[config.mk]
export PLATFORM = sky130hd
export DESIGN_NAME = read_channel_mode_control
export DESIGN_NICKNAME = d
export VERILOG_FILES = /design/src/core/mode_ctrl_pkg.sv /design/src/core/read_channel_mode_control.sv
export VERILOG_INCLUDE_DIRS = /design/src /design/src/core
export SDC_FILE = /design/constraint.sdc
export NUM_CORES = 1
export LEC_CHECK = 0
export BUFFER_PORTS_ARGS = -buffer_cell sky130_fd_sc_hd__buf_2
export CORE_UTILIZATION = 56
export DETAILED_ROUTE_END_ITERATION = 10
export PLACE_DENSITY = 0.83
export SLEW_MARGIN = 20
export SYNTH_ARGS = -nofsm -noshare
export SYNTH_HDL_FRONTEND = slang
export SYNTH_SLANG_ARGS = --single-unit
[constraint.sdc]
create_clock -name clock -period 2.8 [get_ports clock]
set_clock_uncertainty 0.05 [all_clocks]
set_input_delay 0.14 -clock clock [delete_from_list [all_inputs] [get_ports clock]]
set_output_delay 0.14 -clock clock [all_outputs]
set_load 0.02 [all_outputs]
[src/core/mode_ctrl_defines.svh]
// constants for the read channel mode control block
`ifndef MODE_CTRL_DEFINES_SVH
`define MODE_CTRL_DEFINES_SVH
`define ADDR_CTRL_OP      8'h00
`define ADDR_CTRL_TEST    8'h04
`define ADDR_PWR_DOWN     8'h08
`define ADDR_STATUS       8'h0c
`define ADDR_WRITE_DATA   8'h10
`define CTRL_OP_RESET     32'h0000_0000
`define CTRL_TEST_RESET   32'h0000_0000
`define PWR_DOWN_RESET    32'h0000_0000
`define BIT_VCO_BYPASS    3
`define BIT_WG_POLARITY   0
`define BIT_TEST_DET      0
`define PWR_DOWN_WIDTH    8
`define NRZ_WIDTH         9
`define SYNC_STAGES       2
`define SYNC_WIDTH        9
`define RESP_OKAY         2'b00
`define RESP_SLVERR       2'b10
`endif

[src/core/mode_ctrl_pkg.sv]
// types for the read channel mode control block
package mode_ctrl_pkg;
    typedef enum logic [1:0]
    {
        MODE_IDLE,
        MODE_READ,
        MODE_WRITE,
        MODE_SERVO
    } chan_mode_t;
endpackage

[src/core/read_channel_mode_control.sv]
// read channel mode control: gate decode, clock source steering, write data capture, axi-lite registers
// Contract
// - Use data gain capacitor while servo gate low, servo capacitor while high.
// - Impedance-drop input high lowers input impedance; low keeps it high.
// - Open control inputs read as logic high on the listed pins.
// - Fast-decay input high puts gain charge pump in fast decay mode.
// - Sleep low shuts everything down except the serial configuration port; code keeps eq_taps_frozen, capacitor selects and clock muxes live.
// - While sleep high, only sections chosen in power-down register shut down.
// - Gain-hold low disables gain charge pump; loop active when high or open.
// - Equalizer-freeze high holds tap weights until it returns low.
// - Vco-bypass bit 3 set feeds reference frequency to data separator.
// - Capture write data on each rising edge of the write clock.
// - Read gate rise selects read data, starts sync and read sequences.
// - Read gate low uses time base generator output as pll reference.
// - Write mode when write gate at the level set by polarity bit.
// - Servo gate high enters servo read mode.
// - Test detector input reaches back end only when test bit selects it.
// - Direct-write-2 enable low connects direct write inputs to write flip-flop.
//
// Implementation choices: the AXI4-Lite interface to the registers and the address map.
`include "mode_ctrl_defines.svh"
module read_channel_mode_control
(
    input  wire logic        clock,
    input  wire logic        rst_n,
    input  wire logic        clk_en,
    input  wire logic        read_gate,
    input  wire logic        write_gate,
    input  wire logic        servo_gate,
    input  wire logic        impedance_drop,
    input  wire logic        fast_decay_control,
    input  wire logic        sleep_control,
    input  wire logic        gain_hold_n,
    input  wire logic        equalizer_freeze,
    input  wire logic        direct_write2_enable,
    input  wire logic        direct_write_inputs,
    input  wire logic        test_detector_input,
    input  wire logic        reference_frequency_in,
    input  wire logic        vco_in,
    input  wire logic        tbg_in,
    input  wire logic        read_data_in,
    input  wire logic        write_clock,
    input  wire logic [8:0]  nrz_in,
    input  wire logic [7:0]  s_axi_awaddr,
    input  wire logic        s_axi_awvalid,
    output logic             s_axi_awready,
    input  wire logic [31:0] s_axi_wdata,
    input  wire logic [3:0]  s_axi_wstrb,
    input  wire logic        s_axi_wvalid,
    output logic             s_axi_wready,
    output logic [1:0]       s_axi_bresp,
    output logic             s_axi_bvalid,
    input  wire logic        s_axi_bready,
    input  wire logic [7:0]  s_axi_araddr,
    input  wire logic        s_axi_arvalid,
    output logic             s_axi_arready,
    output logic [31:0]      s_axi_rdata,
    output logic [1:0]       s_axi_rresp,
    output logic             s_axi_rvalid,
    input  wire logic        s_axi_rready,
    output logic             data_gain_capacitor,
    output logic             servo_gain_capacitor,
    output logic             low_impedance_en,
    output logic             fast_decay_en,
    output logic             gain_pump_en,
    output logic             eq_taps_frozen,
    output logic [7:0]       section_shutdown,
    output logic             chip_asleep,
    output logic             separator_source,
    output logic             pll_ref_source,
    output logic             pll_sync_start,
    output logic             read_mode,
    output logic             write_mode,
    output logic             servo_mode,
    output logic             backend_test_data,
    output logic             write_ff_data,
    output logic             write_ff_direct,
    output logic [8:0]       write_data_latched
);
    // synchroniser, bit order below
    logic [8:0] sync1_reg;
    logic [8:0] sync2_reg;
    logic       rg_d_reg;
    logic       wclk_d_reg;
    logic [31:0] ctrl_op_reg;
    logic [31:0] ctrl_test_reg;
    logic [31:0] pwr_down_reg;
    logic        aw_held_reg;
    logic        w_held_reg;
    logic [7:0]  aw_addr_reg;
    logic [31:0] w_data_reg;
    logic [3:0]  w_strb_reg;
    mode_ctrl_pkg::chan_mode_t mode_reg;
    mode_ctrl_pkg::chan_mode_t mode_next;
    logic rg_s, wg_s, sg_s, lz_s, fd_s, sl_s, gh_s, eq_s, dw_s;
    logic wg_active;
    logic do_write;

    // byte-lane merge of a write
    function automatic logic [31:0] merge_bytes(input logic [31:0] old, input logic [31:0] nw,
                                                input logic [3:0] strb);
        logic [31:0] r;
        r = old;
        for (int i = 0; i < 4; i++)
            if (strb[i])
                r[8*i +: 8] = nw[8*i +: 8];
        return r;
    endfunction

    // two-stage synchronisers on gate and hold pins
    always_ff @(posedge clock or negedge rst_n)
    begin
        if (!rst_n)
        begin
            sync1_reg <= 9'h1ff; // open pins idle high
            sync2_reg <= 9'h1ff;
        end
        else if (clk_en)
        begin
            sync1_reg <= {dw_in_w(), eq_in_w(), gain_hold_n, sleep_control, fast_decay_control,
                          impedance_drop, servo_gate, write_gate, read_gate};
            sync2_reg <= sync1_reg;
        end
    end
    function automatic logic dw_in_w();
        return direct_write2_enable;
    endfunction
    function automatic logic eq_in_w();
        return equalizer_freeze;
    endfunction
    assign {dw_s, eq_s, gh_s, sl_s, fd_s, lz_s, sg_s, wg_s, rg_s} = sync2_reg;
    assign wg_active = (wg_s != ctrl_op_reg[`BIT_WG_POLARITY]); // polarity bit set: active low

    // mode decode, servo outranks write outranks read
    always_comb
    begin
        mode_next = mode_ctrl_pkg::MODE_IDLE;
        if (!sl_s)
            mode_next = mode_ctrl_pkg::MODE_IDLE;
        else if (sg_s)
            mode_next = mode_ctrl_pkg::MODE_SERVO;
        else if (wg_active)
            mode_next = mode_ctrl_pkg::MODE_WRITE;
        else if (rg_s)
            mode_next = mode_ctrl_pkg::MODE_READ;
    end

    // mode register and gate edge tracking
    always_ff @(posedge clock or negedge rst_n)
    begin
        if (!rst_n)
        begin
            mode_reg <= mode_ctrl_pkg::MODE_IDLE;
            rg_d_reg <= 1'b1;
            pll_sync_start <= 1'b0;
        end
        else if (clk_en)
        begin
            mode_reg <= mode_next;
            rg_d_reg <= rg_s;
            pll_sync_start <= rg_s && !rg_d_reg && sl_s; // read gate rise
        end
    end

    // analog steering outputs
    always_ff @(posedge clock or negedge rst_n)
    begin
        if (!rst_n)
        begin
            data_gain_capacitor  <= 1'b0;
            servo_gain_capacitor <= 1'b1;
            low_impedance_en     <= 1'b1;
            fast_decay_en        <= 1'b1;
            gain_pump_en         <= 1'b1;
            eq_taps_frozen       <= 1'b1;
            chip_asleep          <= 1'b0;
            section_shutdown     <= 8'h00;
            read_mode            <= 1'b0;
            write_mode           <= 1'b0;
            servo_mode           <= 1'b0;
        end
        else if (clk_en)
        begin
            data_gain_capacitor  <= !sg_s;
            servo_gain_capacitor <= sg_s;
            low_impedance_en     <= lz_s && sl_s;
            fast_decay_en        <= fd_s && sl_s;
            gain_pump_en         <= gh_s && sl_s;
            eq_taps_frozen       <= eq_s;
            chip_asleep          <= !sl_s;
            section_shutdown     <= sl_s ? pwr_down_reg[7:0] : 8'hff;
            read_mode            <= (mode_next == mode_ctrl_pkg::MODE_READ);
            write_mode           <= (mode_next == mode_ctrl_pkg::MODE_WRITE);
            servo_mode           <= (mode_next == mode_ctrl_pkg::MODE_SERVO);
        end
    end

    // clock source and data path muxes
    always_ff @(posedge clock or negedge rst_n)
    begin
        if (!rst_n)
        begin
            separator_source  <= 1'b0;
            pll_ref_source    <= 1'b0;
            backend_test_data <= 1'b0;
            write_ff_data     <= 1'b0;
            write_ff_direct   <= 1'b0;
        end
        else if (clk_en)
        begin
            separator_source  <= ctrl_op_reg[`BIT_VCO_BYPASS] ? reference_frequency_in : vco_in;
            pll_ref_source    <= rg_s ? read_data_in : tbg_in;
            backend_test_data <= ctrl_test_reg[`BIT_TEST_DET] & test_detector_input;
            write_ff_direct   <= !dw_s;
            write_ff_data     <= !dw_s ? direct_write_inputs : write_data_latched[0];
        end
    end

    // nrz capture on rising write clock edges, sampled in the core clock
    always_ff @(posedge clock or negedge rst_n)
    begin
        if (!rst_n)
        begin
            wclk_d_reg         <= 1'b1;
            write_data_latched <= 9'h000;
        end
        else if (clk_en)
        begin
            wclk_d_reg <= write_clock;
            if (write_clock && !wclk_d_reg)
                write_data_latched <= nrz_in;
        end
    end

    // axi-lite write channel
    assign do_write = aw_held_reg && w_held_reg && !s_axi_bvalid;
    always_ff @(posedge clock or negedge rst_n)
    begin
        if (!rst_n)
        begin
            aw_held_reg   <= 1'b0;
            w_held_reg    <= 1'b0;
            aw_addr_reg   <= 8'h00;
            w_data_reg    <= 32'h0000_0000;
            w_strb_reg    <= 4'h0;
            s_axi_awready <= 1'b0;
            s_axi_wready  <= 1'b0;
            s_axi_bvalid  <= 1'b0;
            s_axi_bresp   <= `RESP_OKAY;
            ctrl_op_reg   <= `CTRL_OP_RESET;
            ctrl_test_reg <= `CTRL_TEST_RESET;
            pwr_down_reg  <= `PWR_DOWN_RESET;
        end
        else if (clk_en)
        begin
            s_axi_awready <= !aw_held_reg && !s_axi_awready;
            s_axi_wready  <= !w_held_reg && !s_axi_wready;
            if (s_axi_awvalid && s_axi_awready)
            begin
                aw_held_reg <= 1'b1;
                aw_addr_reg <= s_axi_awaddr;
            end
            if (s_axi_wvalid && s_axi_wready)
            begin
                w_held_reg <= 1'b1;
                w_data_reg <= s_axi_wdata;
                w_strb_reg <= s_axi_wstrb;
            end
            if (do_write)
            begin
                aw_held_reg  <= 1'b0;
                w_held_reg   <= 1'b0;
                s_axi_bvalid <= 1'b1;
                s_axi_bresp  <= `RESP_OKAY;
                case (aw_addr_reg)
                    `ADDR_CTRL_OP:   ctrl_op_reg   <= merge_bytes(ctrl_op_reg, w_data_reg, w_strb_reg);
                    `ADDR_CTRL_TEST: ctrl_test_reg <= merge_bytes(ctrl_test_reg, w_data_reg, w_strb_reg);
                    `ADDR_PWR_DOWN:  pwr_down_reg  <= merge_bytes(pwr_down_reg, w_data_reg, w_strb_reg);
                    `ADDR_STATUS, `ADDR_WRITE_DATA: s_axi_bresp <= `RESP_OKAY;
                    default:         s_axi_bresp   <= `RESP_SLVERR;
                endcase
            end
            else if (s_axi_bvalid && s_axi_bready)
                s_axi_bvalid <= 1'b0;
        end
    end

    // axi-lite read channel
    always_ff @(posedge clock or negedge rst_n)
    begin
        if (!rst_n)
        begin
            s_axi_arready <= 1'b0;
            s_axi_rvalid  <= 1'b0;
            s_axi_rdata   <= 32'h0000_0000;
            s_axi_rresp   <= `RESP_OKAY;
        end
        else if (clk_en)
        begin
            s_axi_arready <= !s_axi_rvalid && !s_axi_arready && s_axi_arvalid;
            if (s_axi_arvalid && s_axi_arready)
            begin
                s_axi_rvalid <= 1'b1;
                s_axi_rresp  <= `RESP_OKAY;
                case (s_axi_araddr)
                    `ADDR_CTRL_OP:    s_axi_rdata <= ctrl_op_reg;
                    `ADDR_CTRL_TEST:  s_axi_rdata <= ctrl_test_reg;
                    `ADDR_PWR_DOWN:   s_axi_rdata <= pwr_down_reg;
                    `ADDR_STATUS:     s_axi_rdata <= {21'h000000, mode_reg, sync2_reg};
                    `ADDR_WRITE_DATA: s_axi_rdata <= {23'h000000, write_data_latched};
                    default:
                    begin
                        s_axi_rdata <= 32'h0000_0000;
                        s_axi_rresp <= `RESP_SLVERR;
                    end
                endcase
            end
            else if (s_axi_rvalid && s_axi_rready)
                s_axi_rvalid <= 1'b0;
        end
    end

    // checks
    a_servo_cap: assert property (@(posedge clock) disable iff (!rst_n)
        clk_en [*3] ##1 $past(rst_n, 3) |->
        (servo_gain_capacitor == $past(servo_gate, 3)) && (data_gain_capacitor != servo_gain_capacitor))
        else $error("servo capacitor select wrong");
    a_sleep_all: assert property (@(posedge clock) disable iff (!rst_n)
        clk_en [*3] ##1 !$past(sleep_control, 3) |-> chip_asleep && section_shutdown == 8'hff && !gain_pump_en)
        else $error("sleep did not shut down");
    a_pwr_sel: assert property (@(posedge clock) disable iff (!rst_n)
        clk_en && sl_s |=> !clk_en || section_shutdown == $past(pwr_down_reg[7:0]))
        else $error("power down selection wrong");
    a_bypass_src: assert property (@(posedge clock) disable iff (!rst_n)
        clk_en && ctrl_op_reg[3] |=> !clk_en || separator_source == $past(reference_frequency_in))
        else $error("vco bypass not applied");
    a_sync_pulse: assert property (@(posedge clock) disable iff (!rst_n)
        pll_sync_start |-> !$past(pll_sync_start) && rg_d_reg)
        else $error("sync start not a single pulse");
    a_write_pol: assert property (@(posedge clock) disable iff (!rst_n)
        clk_en && sl_s && !sg_s && (wg_s != ctrl_op_reg[0]) |=> !clk_en || write_mode)
        else $error("write mode not entered");
    a_servo_rank: assert property (@(posedge clock) disable iff (!rst_n)
        servo_mode |-> !write_mode && !read_mode)
        else $error("modes overlap");
    a_nrz_catch: assert property (@(posedge clock) disable iff (!rst_n)
        clk_en && write_clock && !wclk_d_reg |=> write_data_latched == $past(nrz_in))
        else $error("write data not captured");
    a_test_route: assert property (@(posedge clock) disable iff (!rst_n)
        backend_test_data |-> $past(ctrl_test_reg[0]))
        else $error("test detector leaked");
    a_direct_wr: assert property (@(posedge clock) disable iff (!rst_n)
        clk_en && !dw_s |=> !clk_en || (write_ff_direct && write_ff_data == $past(direct_write_inputs)))
        else $error("direct write not routed");
    c_read_start: cover property (@(posedge clock) disable iff (!rst_n) pll_sync_start ##1 read_mode);
    c_servo: cover property (@(posedge clock) disable iff (!rst_n) servo_mode);
    c_write: cover property (@(posedge clock) disable iff (!rst_n) write_mode && s_axi_bvalid);
    c_sleep: cover property (@(posedge clock) disable iff (!rst_n) chip_asleep);
endmodule

==> results.cfg <==
[setup_path]
critPathLaunchType = register
cp_max_fo = 8
max_stage_delay_ps = 740
arrival_ps = 2850
critPathRequiredTime_ps = 3140
endpoint_kind = register
cpMaxStageDelayCell = or4_2
worstPathCellList = or4_2 > nor4_4 > buf_4 > and4_2 > mux2_2
path_class = register to register

[grt]
antenna_found_initial = 0
grt_util_all_layers = 0.2717
grt_overflow = 0
grt_max_degree = 86
grt_pass1_wl_um = 38190
grt_pass1_vias = 7360

[die]
coreArea_um2 = 17240
die_w_um = 134.5
ios = 159
core.rowCount = 48
dieArea_um2 = 18100
dieHeight_um = 134.5
start_util = 0.5706

[routing]
vias_per_cell = 5.731
routedWlPerCell_um = 19.57
drt_iter0_drc = 352
num_vias = 6911
drt-total-wl_um = 23610
drc_errors = 0
dr.pass1.iters = 4
postRouteAntennaNets = 0

[synthesis]
synth_edf_count = 0
netlist_instances = 726
ys_ff_latch = 236
ys_seq_area_frac = 0.6037
synth_async_sr_flop_share = 1.000
synth_most_common_cell = dfrtp_1
synth_cell_types = 44
yosysTopAreaCell = dfrtp_1
yosys_warnings = 0
synth_top_area_share = 0.5369
synthFlopType = dfrtp_1
syn_avg_cell_area_um2 = 13.55
synth.area.top_cells = dfrtp_1 54%, mux2_2 22%, dfstp_2 6.7%, a221oi_1 2.8%, nor2_1 2.2%
synth_area_um2 = 9834
ys_top_cells_by_count = 211 x dfrtp_1, 193 x mux2_2, 57 x nor2_1

[final_layout]
nFillCells = 1125
antenna_cells = 0
drive_above_1_share = 0.4567
area_growth_pct = 26.74
layout.nets = 1050

[placed_design]
dp_slack_ps = 335.8
port_buffers = 156
dp_hpwl_um = 14500
gp_congestion = 0.8708

[power]
total_power_mw = 10.10
vdd_drop_max_mv = 0.6511
p_leak_nw = 5.970
p_per_area_nw_per_um2 = 809.9

[sta]
worstMarginPinSlew_ps = 679.8
hold_viol = 0
period_needed_ps = 2513
fin_crit_sh = 0.8976
setup_ws_ps = 286.7
setup_viol = 0
rsz0062_at_grt = no
fin_setup_tns_ps = 0
max_freq_mhz = 397.9
relSlewSlack = 0.5458
slew_violations = 0

[min_path]
hold_path.class = input pin to register

[outcome]
outcome = complete, no violations

[clocking]
cts_root_buf = clkbuf_16
insertion_delay_ps = 510
cts_sinks = 236
htree_levels = 1
cts_buffer_depth = 3
cts_buffers = 24
cts_tree = built
clkTransAtPathRegs_ps = 60

[flow_run]
drv_cap = 0
-- worst max-delay path: cells and delay by family (launching register included) --
| kind | cells | cell delay [ps] |
|---|---|---|
| multiplexers | 1 | 380 |
| buffers and inverters | 1 | 230 |
| AND/OR/NAND/NOR | 3 | 1350 |
| flip-flops | 1 | 380 |
-- kinds of logic after synthesis --
family | count (synthesis) | share of synthesized area
buffers and inverters | 65 | 0.02684
DFF | 236 | 0.6037
xor gates and xnor gates | 1 | 0.0008907
and+or+nand+nor | 130 | 0.06908
muxes | 199 | 0.2271
AOI/OAI and AO/OA | 94 | 0.07201
other | 1 | 0.0003813
-- per-stage QoR --
step | instance area, um^2 | hold WS [ps] | std cells | util
2_1_floorplan | 9838 | -205.6 | 727 | -
3_3_place_gp | 10920 | 128.0 | 1086 | 0.6333
3_5_place_dp | 10920 | 127.6 | 1086 | 0.6333
4_1_cts | 12460 | 143.4 | 1206 | 0.7231
5_1_grt | 12460 | 211.3 | 1206 | 0.7231
6_report | 12460 | 174.2 | 1206 | 0.7231
-- area by class of cell --
| class | instances | area (um^2) | area share |
|---|---|---|---|
| tap | 225 | 281.5 | 0.02259 |
| clock inverter | 8 | 78.83 | 0.006324 |
| inverter | 24 | 90.09 | 0.007227 |
| timing repair buffer | 253 | 1727 | 0.1385 |
| multi-input combinational | 426 | 3662 | 0.2938 |
| sequential | 236 | 5937 | 0.4763 |
| clock buffer | 34 | 688.2 | 0.05521 |
-- timing repair --
action,4_1_cts,5_1_grt
setup buffers,0,0
hold buffers,78,0
hold endpoints to repair,151,0
resized for setup,0,0
-- layer usage --
layer  share of wire  vias to the layer above  wire (um)  track usage
met1            0.41                     3511       9656       0.3392
met3           0.058                       53       1364      0.04767
met4           0.024                        0        576      0.08614
met2            0.51                      238      12010       0.4822
met5               0                        -          0            0
li1                -                     3109          -            -
-- final timing paths --
path / start / end / slack (ps) / cells past startpoint
worst max register to register: aw_addr_reg[0] / pwr_down_reg[6] / 290 / 5
max in group asynchronous: rst_n / sync1_reg[7] / 1690 / 3
min in group asynchronous: rst_n / data_gain_capacitor / 180 / 2
worst max-delay path: aw_addr_reg[0] / pwr_down_reg[6] / 290 / 5
worst min register to register: fast_decay_en / fast_decay_en / 420 / 2
worst min-delay path: s_axi_araddr[2] / s_axi_rdata[9] / 170 / 3
-- placed cells by master, fill, tap and decap left out, drive strengths merged, types with 3 or more instances in the layout --
cell type and n:
a211oi 24, a21oi 5, a221oi 31, a22o 9, a31oi 8, buf 175
clkbuf 34, clkinv 6, dfrtp 211, dfstp 25, dlygate4sd3 78, inv 24
mux2 193, mux2i 6, nand2 31, nand3 13, nand4 7, nor2 57
nor2b 3, nor3 3, nor4 3, o21ai 9, o22ai 3, or4 3
-- where the power goes --
part	internal, mW	total, mW	switching, mW
logic	0.990	2.04	1.05
clock network	1.80	3.10	1.30
registers	4.23	4.95	0.724
Note: power is estimated with default switching activity, not from simulation.
